===== src/verilog/supply_monitor_pkg.sv =====
// Constants for the dual-rail supply monitor: register map, field
// layout, reset value, trip codes and timing counts.
// Assumes a 250 MHz core clock.
`default_nettype none

package supply_monitor_pkg;

  // Register address on the core's internal register bus
  localparam logic [7:0] SUPPLY_MONITOR_CONTROL_ADDR = 8'hdf;
  localparam logic [7:0] SUPPLY_MONITOR_CONTROL_RESET = 8'hde;

  // Field positions in supply_monitor_control
  localparam int DIGITAL_CMP_BIT = 7;
  localparam int ANALOG_CMP_BIT = 6;
  localparam int LOW_FLAG_BIT = 5;
  localparam int DIGITAL_TRIP_LSB = 3;
  localparam int ANALOG_TRIP_LSB = 1;
  localparam int ENABLE_BIT = 0;

  // Trip select codes, named by the trip voltage they pick
  localparam logic [1:0] TRIP_4V63 = 2'h0;
  localparam logic [1:0] TRIP_3V08 = 2'h1;
  localparam logic [1:0] TRIP_2V93 = 2'h2;
  localparam logic [1:0] TRIP_2V63 = 2'h3;

  // Timing
  localparam int CLK_PERIOD_PS = 4000;
  localparam int FILTER_TIME_NS = 100;
  localparam int FILTER_CYCLES =
    (FILTER_TIME_NS * 1000 + CLK_PERIOD_PS - 1) / CLK_PERIOD_PS;
  localparam int TICK_TIME_US = 1000;
  localparam int TICK_CYCLES = TICK_TIME_US * 1000000 / CLK_PERIOD_PS;
  localparam int QUAL_TIME_MS = 250;
  localparam int QUAL_TICKS = QUAL_TIME_MS * 1000 / TICK_TIME_US;

  // Counter widths
  localparam int FILT_W = 5;
  localparam int TICK_W = 18;
  localparam int QUAL_W = 8;

  typedef enum logic [1:0] {
    PH_IDLE,
    PH_LOW,
    PH_QUALIFY
  } phase_e;

endpackage

`default_nettype wire


===== src/verilog/supply_monitor_interrupt.sv =====
// Digital side of the dual-rail supply monitor: control register,
// comparator glitch filters, low-supply flag and 250 ms qualification.
// Assumes comparator outputs and register bus signals are synchronous
// to clk; the interrupt enable bit comes from the core's enable register.
//
// Contract
// - Once enabled, watch both rails against one of four trip levels.
// - Interrupt request only while the flag's enable bit is set.
// - Flag stays set until supplies are good for 250 ms or software clears it.
// - Comparator outputs are filtered so short glitches are ignored.
// - Bit 7 is read-only and shows the digital rail comparator.
// - Bit 6 is read-only and shows the analog rail comparator.
// - Flag in bit 5 sets whenever either filtered comparator is low while the monitor is enabled.
// - Both rails high and steady start 250 ms count; expiry clears flag.
// - Software may write the flag; clears are ignored while a rail is low.
// - Bits 4:3 select the digital rail trip point.
// - Trip codes: 00 4.63 V, 01 3.08 V, 10 2.93 V, 11 2.63 V.
// - Bit 0 enables the monitor when set, disables when cleared.
`timescale 1ns/100ps
`default_nettype none

module supply_monitor_interrupt
  import supply_monitor_pkg::*;
#(
  parameter int TICK_COUNT = TICK_CYCLES
) (
  input wire logic clk,
  input wire logic reset,
  input wire logic [7:0] sfr_addr,
  input wire logic sfr_wr,
  input wire logic sfr_rd,
  input wire logic [7:0] sfr_wdata,
  output logic [7:0] sfr_rdata,
  input wire logic digital_rail_compare_in,
  input wire logic analog_rail_compare_in,
  input wire logic low_supply_irq_enable,
  output logic supply_monitor_enable,
  output logic [1:0] digital_rail_trip_select,
  output logic [1:0] analog_rail_trip_select,
  output logic low_supply_irq
);

  typedef struct packed {
    logic dig_cmp;
    logic ana_cmp;
    logic dig_ok;
    logic ana_ok;
    logic [FILT_W-1:0] dig_cnt;
    logic [FILT_W-1:0] ana_cnt;
    logic flag;
    logic [1:0] tpd;
    logic [1:0] tpa;
    logic en;
    phase_e phase;
    logic [TICK_W-1:0] tick_cnt;
    logic [QUAL_W-1:0] qual_cnt;
    logic irq;
    logic [7:0] rdata;
  } state_s;

  localparam state_s STATE_RESET = '{
    dig_cmp: SUPPLY_MONITOR_CONTROL_RESET[DIGITAL_CMP_BIT],
    ana_cmp: SUPPLY_MONITOR_CONTROL_RESET[ANALOG_CMP_BIT],
    dig_ok: 1'b1,
    ana_ok: 1'b1,
    dig_cnt: '0,
    ana_cnt: '0,
    flag: SUPPLY_MONITOR_CONTROL_RESET[LOW_FLAG_BIT],
    tpd: SUPPLY_MONITOR_CONTROL_RESET[DIGITAL_TRIP_LSB +: 2],
    tpa: SUPPLY_MONITOR_CONTROL_RESET[ANALOG_TRIP_LSB +: 2],
    en: SUPPLY_MONITOR_CONTROL_RESET[ENABLE_BIT],
    phase: PH_IDLE,
    tick_cnt: '0,
    qual_cnt: '0,
    irq: 1'b0,
    rdata: 8'h00
  };

  localparam logic [TICK_W-1:0] TICK_LAST = TICK_W'(TICK_COUNT - 1);
  localparam logic [QUAL_W-1:0] QUAL_LAST = QUAL_W'(QUAL_TICKS - 1);
  localparam logic [FILT_W-1:0] FILT_LAST = FILT_W'(FILTER_CYCLES - 1);

  state_s st_q;
  state_s st_d;
  logic ctrl_wr;
  logic both_ok;
  logic tick;

  // Glitch filter: follow a new level only after it held FILTER_CYCLES
  function automatic logic [FILT_W:0] filter_step(
    input logic raw,
    input logic ok,
    input logic [FILT_W-1:0] cnt
  );
    logic [FILT_W:0] r;
    r = {ok, {FILT_W{1'b0}}};
    if (raw != ok) begin
      if (cnt == FILT_LAST) begin
        r = {raw, {FILT_W{1'b0}}};
      end else begin
        r = {ok, FILT_W'(cnt + 1'b1)};
      end
    end
    return r;
  endfunction

  function automatic logic [7:0] control_value(input state_s s);
    logic [7:0] v;
    v = 8'h00;
    v[DIGITAL_CMP_BIT] = s.dig_cmp;
    v[ANALOG_CMP_BIT] = s.ana_cmp;
    v[LOW_FLAG_BIT] = s.flag;
    v[DIGITAL_TRIP_LSB +: 2] = s.tpd;
    v[ANALOG_TRIP_LSB +: 2] = s.tpa;
    v[ENABLE_BIT] = s.en;
    return v;
  endfunction

  assign ctrl_wr = sfr_wr && (sfr_addr == SUPPLY_MONITOR_CONTROL_ADDR);
  assign both_ok = st_q.dig_ok && st_q.ana_ok;
  assign tick = (st_q.phase == PH_QUALIFY) && (st_q.tick_cnt == TICK_LAST);

  always_comb begin
    st_d = st_q;
    st_d.dig_cmp = digital_rail_compare_in;
    st_d.ana_cmp = analog_rail_compare_in;
    // filtered rail states drive the flag; disabled reads as good
    if (st_q.en) begin
      {st_d.dig_ok, st_d.dig_cnt} =
        filter_step(st_q.dig_cmp, st_q.dig_ok, st_q.dig_cnt);
      {st_d.ana_ok, st_d.ana_cnt} =
        filter_step(st_q.ana_cmp, st_q.ana_ok, st_q.ana_cnt);
    end else begin
      st_d.dig_ok = 1'b1;
      st_d.ana_ok = 1'b1;
      st_d.dig_cnt = '0;
      st_d.ana_cnt = '0;
    end
    if (ctrl_wr) begin
      st_d.tpd = sfr_wdata[DIGITAL_TRIP_LSB +: 2];
      st_d.tpa = sfr_wdata[ANALOG_TRIP_LSB +: 2];
      st_d.en = sfr_wdata[ENABLE_BIT];
    end
    // qualification sequence on the 1 ms time base
    st_d.tick_cnt = '0;
    st_d.qual_cnt = '0;
    case (st_q.phase)
      PH_IDLE: begin
        if (!both_ok) begin
          st_d.phase = PH_LOW;
        end else if (st_q.flag) begin
          st_d.phase = PH_QUALIFY;
        end
      end
      PH_LOW: begin
        if (both_ok) begin
          st_d.phase = st_q.flag ? PH_QUALIFY : PH_IDLE;
        end
      end
      PH_QUALIFY: begin
        if (!both_ok) begin
          st_d.phase = PH_LOW;
        end else if (!st_q.flag) begin
          st_d.phase = PH_IDLE;
        end else if (tick) begin
          st_d.qual_cnt = QUAL_W'(st_q.qual_cnt + 1'b1);
          if (st_q.qual_cnt == QUAL_LAST) begin
            st_d.phase = PH_IDLE;
            st_d.qual_cnt = '0;
          end
        end else begin
          st_d.tick_cnt = TICK_W'(st_q.tick_cnt + 1'b1);
          st_d.qual_cnt = st_q.qual_cnt;
        end
      end
      default: begin
        st_d.phase = PH_IDLE;
      end
    endcase
    if ((st_q.phase == PH_QUALIFY) && both_ok && tick &&
        (st_q.qual_cnt == QUAL_LAST)) begin
      st_d.flag = 1'b0;
    end
    // software writes; a clear only lands while both rails are good
    if (ctrl_wr && (sfr_wdata[LOW_FLAG_BIT] || both_ok)) begin
      st_d.flag = sfr_wdata[LOW_FLAG_BIT];
    end
    // a low rail sets the flag, winning over any clear
    if (st_q.en && !both_ok) begin
      st_d.flag = 1'b1;
    end
    // request gated by the enable bit
    st_d.irq = st_q.flag && low_supply_irq_enable;
    st_d.rdata = 8'h00;
    if (sfr_rd && (sfr_addr == SUPPLY_MONITOR_CONTROL_ADDR)) begin
      st_d.rdata = control_value(st_q);
    end
  end

  always_ff @(posedge clk) begin
    if (reset) begin
      st_q <= STATE_RESET;
    end else begin
      st_q <= st_d;
    end
  end

  assign sfr_rdata = st_q.rdata;
  assign supply_monitor_enable = st_q.en;
  assign digital_rail_trip_select = st_q.tpd;
  assign analog_rail_trip_select = st_q.tpa;
  assign low_supply_irq = st_q.irq;

  property p_digital_status;
    @(posedge clk) disable iff (reset)
      (sfr_rd && sfr_addr == SUPPLY_MONITOR_CONTROL_ADDR) |=>
        sfr_rdata[DIGITAL_CMP_BIT] == $past(digital_rail_compare_in, 2);
  endproperty
  a_digital_status: assert property (p_digital_status)
    else $error("digital comparator bit does not follow the rail");

  property p_analog_status;
    @(posedge clk) disable iff (reset)
      (sfr_rd && sfr_addr == SUPPLY_MONITOR_CONTROL_ADDR) |=>
        sfr_rdata[ANALOG_CMP_BIT] == $past(analog_rail_compare_in, 2);
  endproperty
  a_analog_status: assert property (p_analog_status)
    else $error("analog comparator bit does not follow the rail");

  property p_low_sets_flag;
    @(posedge clk) disable iff (reset)
      (st_q.en && !both_ok) |=> st_q.flag;
  endproperty
  a_low_sets_flag: assert property (p_low_sets_flag)
    else $error("low rail did not set the flag");

  property p_irq_gate;
    @(posedge clk) disable iff (reset)
      !reset |=>
        (low_supply_irq == $past(st_q.flag && low_supply_irq_enable));
  endproperty
  a_irq_gate: assert property (p_irq_gate)
    else $error("interrupt request not gated by its enable");

  property p_irq_blocked;
    @(posedge clk) disable iff (reset)
      !low_supply_irq_enable |=> !low_supply_irq;
  endproperty
  a_irq_blocked: assert property (p_irq_blocked)
    else $error("interrupt request raised while disabled");

  property p_clear_refused;
    @(posedge clk) disable iff (reset)
      (ctrl_wr && !sfr_wdata[LOW_FLAG_BIT] && st_q.en && !both_ok)
        |=> st_q.flag;
  endproperty
  a_clear_refused: assert property (p_clear_refused)
    else $error("flag cleared while a rail was low");

  property p_fall_needs_good;
    @(posedge clk) disable iff (reset)
      $fell(st_q.flag) |-> $past(both_ok);
  endproperty
  a_fall_needs_good: assert property (p_fall_needs_good)
    else $error("flag cleared without good rails");

  property p_expiry_clears;
    @(posedge clk) disable iff (reset)
      (st_q.phase == PH_QUALIFY && both_ok && tick &&
       st_q.qual_cnt == QUAL_LAST && !ctrl_wr) |=> !st_q.flag;
  endproperty
  a_expiry_clears: assert property (p_expiry_clears)
    else $error("qualification expiry did not clear the flag");

  property p_restart;
    @(posedge clk) disable iff (reset)
      (st_q.phase == PH_QUALIFY && !both_ok) |=>
        (st_q.qual_cnt == '0 && st_q.tick_cnt == '0);
  endproperty
  a_restart: assert property (p_restart)
    else $error("qualification count not restarted by a low rail");

  property p_filter;
    @(posedge clk) disable iff (reset)
      $fell(st_q.dig_ok) |-> $past(st_q.dig_cmp == 1'b0, 1) &&
        $past(st_q.dig_cmp == 1'b0, 2) && $past(st_q.dig_cmp == 1'b0, 3);
  endproperty
  a_filter: assert property (p_filter)
    else $error("digital rail filter passed a glitch");

  property p_trip_write;
    @(posedge clk) disable iff (reset)
      ctrl_wr |=> (digital_rail_trip_select ==
        $past(sfr_wdata[DIGITAL_TRIP_LSB +: 2])) &&
        (supply_monitor_enable == $past(sfr_wdata[ENABLE_BIT]));
  endproperty
  a_trip_write: assert property (p_trip_write)
    else $error("control write not applied");

  property p_disabled_quiet;
    @(posedge clk) disable iff (reset)
      (!st_q.en && !st_q.flag && !ctrl_wr) |=> !st_q.flag;
  endproperty
  a_disabled_quiet: assert property (p_disabled_quiet)
    else $error("flag set while the monitor was disabled");

endmodule

`default_nettype wire


===== config.mk =====
export PLATFORM = sky130hd
export DESIGN_NAME = supply_monitor_interrupt
export DESIGN_NICKNAME = d
export VERILOG_FILES = /design/src/verilog/supply_monitor_pkg.sv /design/src/verilog/supply_monitor_interrupt.sv
export SDC_FILE = /design/constraint.sdc
export NUM_CORES = 1
export LEC_CHECK = 0
export BUFFER_PORTS_ARGS = -buffer_cell sky130_fd_sc_hd__buf_2
export CAP_MARGIN = 25
export CORE_ASPECT_RATIO = 0.75
export CORE_MARGIN = 8
export CORE_UTILIZATION = 55
export DETAILED_ROUTE_END_ITERATION = 16
export PLACE_DENSITY = 0.77
export SLEW_MARGIN = 20
export SYNTH_ARGS = -nofsm -noshare
export SYNTH_HDL_FRONTEND = slang
export SYNTH_SLANG_ARGS = --single-unit
export TNS_END_PERCENT = 10

===== constraint.sdc =====
create_clock -name clk -period 2.2 [get_ports clk]
set_input_delay 0.33 -clock clk [delete_from_list [all_inputs] [get_ports clk]]
set_output_delay 0.33 -clock clk [all_outputs]
set_load 0.005 [all_outputs]

Yosys cells after proc, flatten, opt, wreduce, memory -nomap -nowiden. Cells that the tools add are included.

Reduce and logical (&&, ||, !) cells: 23. Bitwise logic cells: 7. Muxes and demuxes: 13. $add $sub $neg: 4. Eq/ne operators: 13.

Operators by type and width (count): $add 18x1->18 const B (1); $eq 18x18->1 const B (1); $eq 8x8->1 const B (2); $mux 2 (8); $reduce_or 4->1 (3); $add 5x1->5 const B (2); $eq 5x5->1 const B (2); $logic_and 1x1->1 (10); $add 8x1->8 const B (1); $mux 8 (1); $ne 4x4->1 const B (2); $not 1->1 (7); $pmux 2 s3 (1); $reduce_or 5->1 (1); $reduce_and 2->1 (2); $reduce_and 4->1 (1); $reduce_or 2->1 (2); $mux 1 (3); $ne 3x3->1 const B (1); $reduce_bool 3->1 (1); $eq 2x1->1 const B (1); $eq 2x2->1 const B (1); $logic_not 2->1 (1); $ne 1x1->1 (2); 3 further kinds (3).

Register bits: 57. Output and inout bits: 14. Bits of input ports: 23. Logic and storage cells: 75.

Depth between registers and ports, before layout. Gate-level depths: netlist of the first run.

Depth in word-level cells: 7. Depth in mapped cells: 6. Gate-level depth less buffers: 6.

Least setup slack after synthesis of the first run. Ideal clock, no wire load.

Path kind: reg-to-reg. Start: register st_q[21] in the netlist's numbering. End: register st_q[15] in the netlist's numbering. Period minus slack after synthesis: 1.873 ns. Arrival time: 1.798 ns. Library setup time: 0.075 ns. Required time: 2.125 ns. Buffers on the path: 1. Stages on the path, launching flop included: 6. Setup slack: 0.327 ns. Cell sequence: dfxtp_1 or3b_1 or3_1 clkbuf_2 or4_1 o22ai_1.

Word-level cells in the longest chain between the ends: 2.

RTL lines: start, declared (line supply_monitor_interrupt.sv:83) `state_s st_q;`; start signal, assigned (line supply_monitor_interrupt.sv:204) `st_q <= st_d;`; $eq 18x18->1 (line supply_monitor_interrupt.sv:121) `assign tick = (st_q.phase == PH_QUALIFY) && (st_q.tick_cnt == TICK_LAST);`; $logic_and 1x1->1 (line supply_monitor_interrupt.sv:121).

Every way passes these cells. A chain may end at the register's enable or synchronous reset.

Worst setup path in the final report of the first run.
Start: register st_q[17] in the netlist's numbering. End: register st_q[15] in the netlist's numbering.

The elaborated chain is that of the path after synthesis.

==> results of run 1 <==
==> cell type report <==
class | instances | area [um2] | area share, %
Multi-Input combinational cell | 194 | 1240 | 42.2
Sequential cell | 57 | 1140 | 38.8
Timing Repair Buffer | 40 | 215 | 7.32
Clock buffer | 11 | 151 | 5.15
Clock inverter | 5 | 77.6 | 2.64
Tap cell | 57 | 71.3 | 2.43
Inverter | 11 | 41.3 | 1.40
==> metrics by stage <==
stage | util (%) | setup slack, ns
final | 65.8 | 0.173
after global routing | 65.8 | 0.0256
after CTS | 65.8 | 0.179
after detailed placement | 60.7 | 0.173
after global placement | 60.7 | 0.236
after floorplan | - | 0.327
==> critical path, cell delays in order (launching register included) <==
cell	delay [ns]
dfxtp_1	0.37
ha_1	0.21
nand3_1	0.20
or3_1	0.54
or4_1	0.50
o22ai_1	0.15
==> layer usage <==
layer / wire length (um) / vias up / global-route usage (%)
li1: - / 1042 / -
met1: 2600 / 960 / 20.7
met2: 2140 / 66 / 22.9
met3: 475 / 10 / 9.26
met4: 81 / 0 / 6.90
met5: 0 / - / 0
==> power groups by stage <==
stage                logic (W)  registers (W)  clock network (W)
CTS                  0.0000267        0.00104            0.00112
global route         0.0000294        0.00104            0.00117
global placement     0.0000264        0.00106                  0
floorplan           0.00000863        0.00106                  0
finish               0.0000266        0.00104            0.00110
detailed placement   0.0000268        0.00106                  0
==> sequential cells by signal (all words and copies together), names as in the netlist <==
register	count
low_supply_irq	1
digital_rail_trip_select	2
st_q	43
analog_rail_trip_select	2
supply_monitor_enable	1
sfr_rdata	8
==> cells by family after synthesis <==
logic type                 synth area share [%]
muxes                                      1.57
AOI/OAI and AO/OA                          8.79
xor gates and xnor gates                   6.88
and+or+nand+nor                            28.0
buffers and inverters                      6.48
adders and majority gates                  3.44
DFF                                        44.8
==> Yosys cell counts (2+ instances only) <==
cell type  number  share of area [%]
or2_2           3               0.74
buf_4          12                3.5
nand4_1        10                2.5
nand3_1        18                3.5
or3_1           5                1.2
nand2_1        15                2.2
dfxtp_1        57                 45
nand2b_1        3               0.74
nand4b_1        5                1.7
o22ai_1         2               0.49
and3_2          2               0.59
and4_1          5                1.7
nor3_1          5               0.98
and2_1          9                2.2
clkbuf_1        5               0.74
o31ai_1         2               0.59
xnor2_1         6                2.1
ha_1            7                3.4
nor2_1         30                4.4
xor2_1         14                4.8
a211o_1         4                1.4
a211oi_1        4                1.2
buf_2           2               0.39
nor4_1          3               0.74
o21ai_0         5               0.98
a21oi_1         9                1.8
inv_1          11                1.6
or4_1           3               0.88
and3_1          3               0.74
nor2b_1         5                1.2
mux2i_1         4                1.6
==> final timing paths <==
check / slack (ns) / startpoint / endpoint / depth (start not counted)
worst min register to register: 0.47 / st_q[17]$_SDFF_PP0_ / st_q[17]$_SDFF_PP0_ / 1
worst min-delay path: 0.17 / analog_rail_compare_in / st_q[55]$_SDFF_PP1_ / 2
worst max register to register: 0.17 / st_q[17]$_SDFF_PP0_ / st_q[15]$_SDFFE_PP0P_ / 5
worst max-delay path: 0.17 / st_q[17]$_SDFF_PP0_ / st_q[15]$_SDFFE_PP0P_ / 5
==> reports/metrics.cfg, run 1 <==
[logic_synthesis]
synth_fp_nets = 312
synth_warnings = 0
synthCells = 282
synth_edf_count = 0
ys_seq_elements = 57
syn_area_mm2 = 0.00255
synth_flop_cell = dfxtp_1
synthArstFlopShare_pct = 0
yosysUniqueCellTypes = 45
ys_seq_area_share_pct = 44.8
syn_avg_cell_area_um2 = 9.03

[finish]
drive_gt1_share_pct = 21.1
final_area_mm2 = 0.00294
layout_commonest_cell = dfxtp_1
num-nets-final = 343
area_growth_pct = 15.4
fin_cells = 375
n_fill_cell = 359
antennaDiodeCount = 0
final_cell_mix = 57 x dfxtp_1, 34 x buf_2, 30 x nor2_1, 18 x nand3_1, 15 x nand2_1

[detailed_routing]
wire_per_inst_um = 14.1
drtPass1Iterations = 4
first_iter_violations = 201
postRouteAntennaNets = 0
dr_total_vias = 2078
drc = 0
routed_wl_um = 5290
viasPerCell = 5.54

[clock_network]
clkSlewWorstSetupHoldPaths_ns = 0.06
cts_buffers = 9
cts_hold_buf = 0
clock_latency_ns = 0.34
cts.sinks = 57
cts_root_buf = clkbuf_8
ctsResizeCount = 0
cts_buffer_depth = 2
cts_tree = done
htreeDepth = 3
cts_setup_buffers = 0

[power]
p_per_area_mw_per_mm2 = 736
p_clk_share_pct = 50.9
p_seq_share_pct = 47.9
switching_share_pct = 19.3
p_switching_w = 0.000418
power_frac_comb_pct = 1.2
p_int_w = 0.00175
ir_drop_mv = 0.464
p_leak_nw = 1.09
power.total_w = 0.00216

[sta]
finalSetupViolations = 0
fin_crit_sh_pct = 92.2
grt_setup_unrepaired = false
finalHoldViolCount = 0
holdWs_ns = 0.172
setup_tns_ns = 0
skew_ns = 0.00767
worst_pin_slew_ns = 0.423
max_freq_mhz = 493
relSlewSlack_pct = 71.0
slew_viol_final = 0
min_period_ns = 2.03

[placement]
gp_congestion = 0.854
io_buffers = 34
dpl_cell_area_mm2 = 0.00271
dpl.cell_count = 359
dp_hpwl_um = 3830

[setup_path]
cp_data_required_time_ns = 2.47
cp.arrival_ns = 2.29
cp-start-kind = flip-flop
cp-end-kind = flip-flop
crit_type = flip-flop to flip-flop
cp_max_fo = 8

[grt]
grt_pass1_vias = 2003
antenna_found_initial = 0
grt_pass1_wl_um = 9090
overflow = 0
track_usage_pct = 16.6
grt_max_degree = 18

[die]
die_width_um = 94.6
core_area_mm2 = 0.00447
dieArea_mm2 = 0.00709
fp.dieH_um = 74.9
ios = 37
row_count = 21
initial_utilization_pct = 57.0

[flow_run]
drv_cap = 0

[min_path]
min_path_type = input pin to flip-flop

[run_status]
outcome = finished clean

No activity file was read; power rests on OpenSTA's default activity.
==> run 2: changes to the inputs <==
- RECOVER_POWER: not set -> 25
==> run 2 against run 1 <==
Die area did not move. Largest power group unchanged. First-iteration DRC count did not move. Sequential power barely moved. Critical path depth did not move. Highest routed layer unchanged. Largest cell class unchanged. Sequential share of layout area rose by 0.099 points. Flip-flop and latch count did not move. Clock-buffer cell count did not move. Wire length barely moved. Non-clock buffer count did not move. Clock skew barely moved.
==> reports/metrics.cfg, run 2 (synthesized netlist as in run 1, its figures left out) <==
[setup_path]
cp-end-kind = flip-flop
cp_data_required_time_ns = 2.47
r2r-end = st_q[15]$_SDFFE_PP0P_
critPathLaunch = st_q[17]$_SDFF_PP0_
cp.arrival_ns = 2.29
crit_type = flip-flop to flip-flop
regToRegSetupSlack_ns = 0.17
cp-start-kind = flip-flop
worstRegToRegCells = 5
r2r_start = st_q[17]$_SDFF_PP0_
cp-endpoint = st_q[15]$_SDFFE_PP0P_
cp_max_fo = 8

[flow_run]
drv_cap = 0

[die]
dieArea_mm2 = 0.00709
initial_utilization_pct = 57.0
row_count = 21
core_area_mm2 = 0.00447
ios = 37
die_width_um = 94.6
fp.dieH_um = 74.9

[placement]
gp_congestion = 0.854
dp_hpwl_um = 3830
io_buffers = 34

[sta]
relSlewSlack_pct = 65.9
worst_pin_slew_ns = 0.512
setup_tns_ns = 0
skew_ns = 0.00766
grt_setup_unrepaired = false
finalSetupViolations = 0
fin_crit_sh_pct = 92.2
slew_viol_final = 0
finalHoldViolCount = 0
max_freq_mhz = 493
min_period_ns = 2.03

[finish]
largest_reg_flops = 43
multiInputGateArea_mm2 = 0.00124
final_util_pct = 65.6
top_register = st_q
num-nets-final = 343
n_fill_cell = 361
drive_gt1_share_pct = 19.8
ff_latch_area_mm2 = 0.00114
antennaDiodeCount = 0
area_growth_pct = 15.1
final_cell_mix = 57 x dfxtp_1, 31 x buf_2, 30 x nor2_1, 18 x nand3_1, 15 x nand2_1
layout_commonest_cell = dfxtp_1

[run_status]
outcome = finished clean

[clock_network]
cts_tree = done
clkSlewWorstSetupHoldPaths_ns = 0.06
htreeDepth = 3
cts_buffer_depth = 2
cts_setup_buffers = 0
clock_latency_ns = 0.34
cts_hold_buf = 0
cts_root_buf = clkbuf_8
cts.sinks = 57
ctsResizeCount = 0
cts_buffers = 9

[detailed_routing]
wire_per_inst_um = 14.1
postRouteAntennaNets = 0
viasPerCell = 5.55
drtPass1Iterations = 4
routed_wl_um = 5290
first_iter_violations = 201
dr_total_vias = 2082
drc = 0

[grt]
overflow = 0
antenna_found_initial = 0
grt_pass1_wl_um = 9090
grt_pass1_vias = 2003
grt_max_degree = 18
track_usage_pct = 16.6

[power]
p_leak_nw = 1.07
p_per_area_mw_per_mm2 = 738
ir_drop_mv = 0.463

[min_path]
min_path_type = input pin to flip-flop

[run 2: cell count changes in the layout (fill, tap and decap cells not counted), sizes merged]
cell,before,now
buf,40,36
clkbuf,11,15
[run 2: power breakdown]
group	switching (W)	internal [W]
combinational	0.00000986	0.0000164
sequential	0.00000173	0.00103
clock	0.000407	0.000695
total	0.000418	0.00175
[run 2: worst min-delay path by stage]
stage,startpoint,endpoint,slack [ns],cells past startpoint
2_1_floorplan,st_q[17]$_SDFF_PP0_,st_q[17]$_SDFF_PP0_,0.43,1
3_3_place_gp,st_q[48]$_SDFF_PP0_,st_q[48]$_SDFF_PP0_,0.44,1
3_5_place_dp,st_q[43]$_SDFF_PP0_,st_q[43]$_SDFF_PP0_,0.45,1
4_1_cts,digital_rail_compare_in,st_q[56]$_SDFF_PP1_,0.16,2
5_1_grt,digital_rail_compare_in,st_q[56]$_SDFF_PP1_,0.16,2
6_report,analog_rail_compare_in,st_q[55]$_SDFF_PP1_,0.17,2
[run 2: per-layer routing]
metal	vias up	wire length [um]	track usage, %
met5	-	0	0
met2	66	2140	22.9
met4	0	81	6.90
met1	963	2590	20.7
li1	1043	-	-
met3	10	478	9.26
[run 2: worst max-delay path, stage by stage, from the launching register on]
cell and delay, ns:
dfxtp_1 0.37, ha_1 0.21, nand3_1 0.20, or3_1 0.54
or4_1 0.50, o22ai_1 0.15
[run 2: area by class of cell]
class                           instances  area share (%)
Multi-Input combinational cell        194            42.3
Sequential cell                        57            38.9
Timing Repair Buffer                   40            7.08
Clock buffer                           11            5.16
Clock inverter                          5            2.65
Tap cell                               57            2.43
Inverter                               11            1.41
[run 2: metrics by stage]
stage	worst slack [ns]	hold WS (ns)	power (W)	cell area [um2]	std cells
floorplan	0.327	0.426	0.00107	2550	282
global placement	0.236	0.441	0.00109	2710	359
detailed placement	0.173	0.453	0.00109	2710	359
CTS	0.179	0.159	0.00218	2940	375
global route	0.0256	0.164	0.00223	2930	375
finish	0.173	0.172	0.00216	2930	375
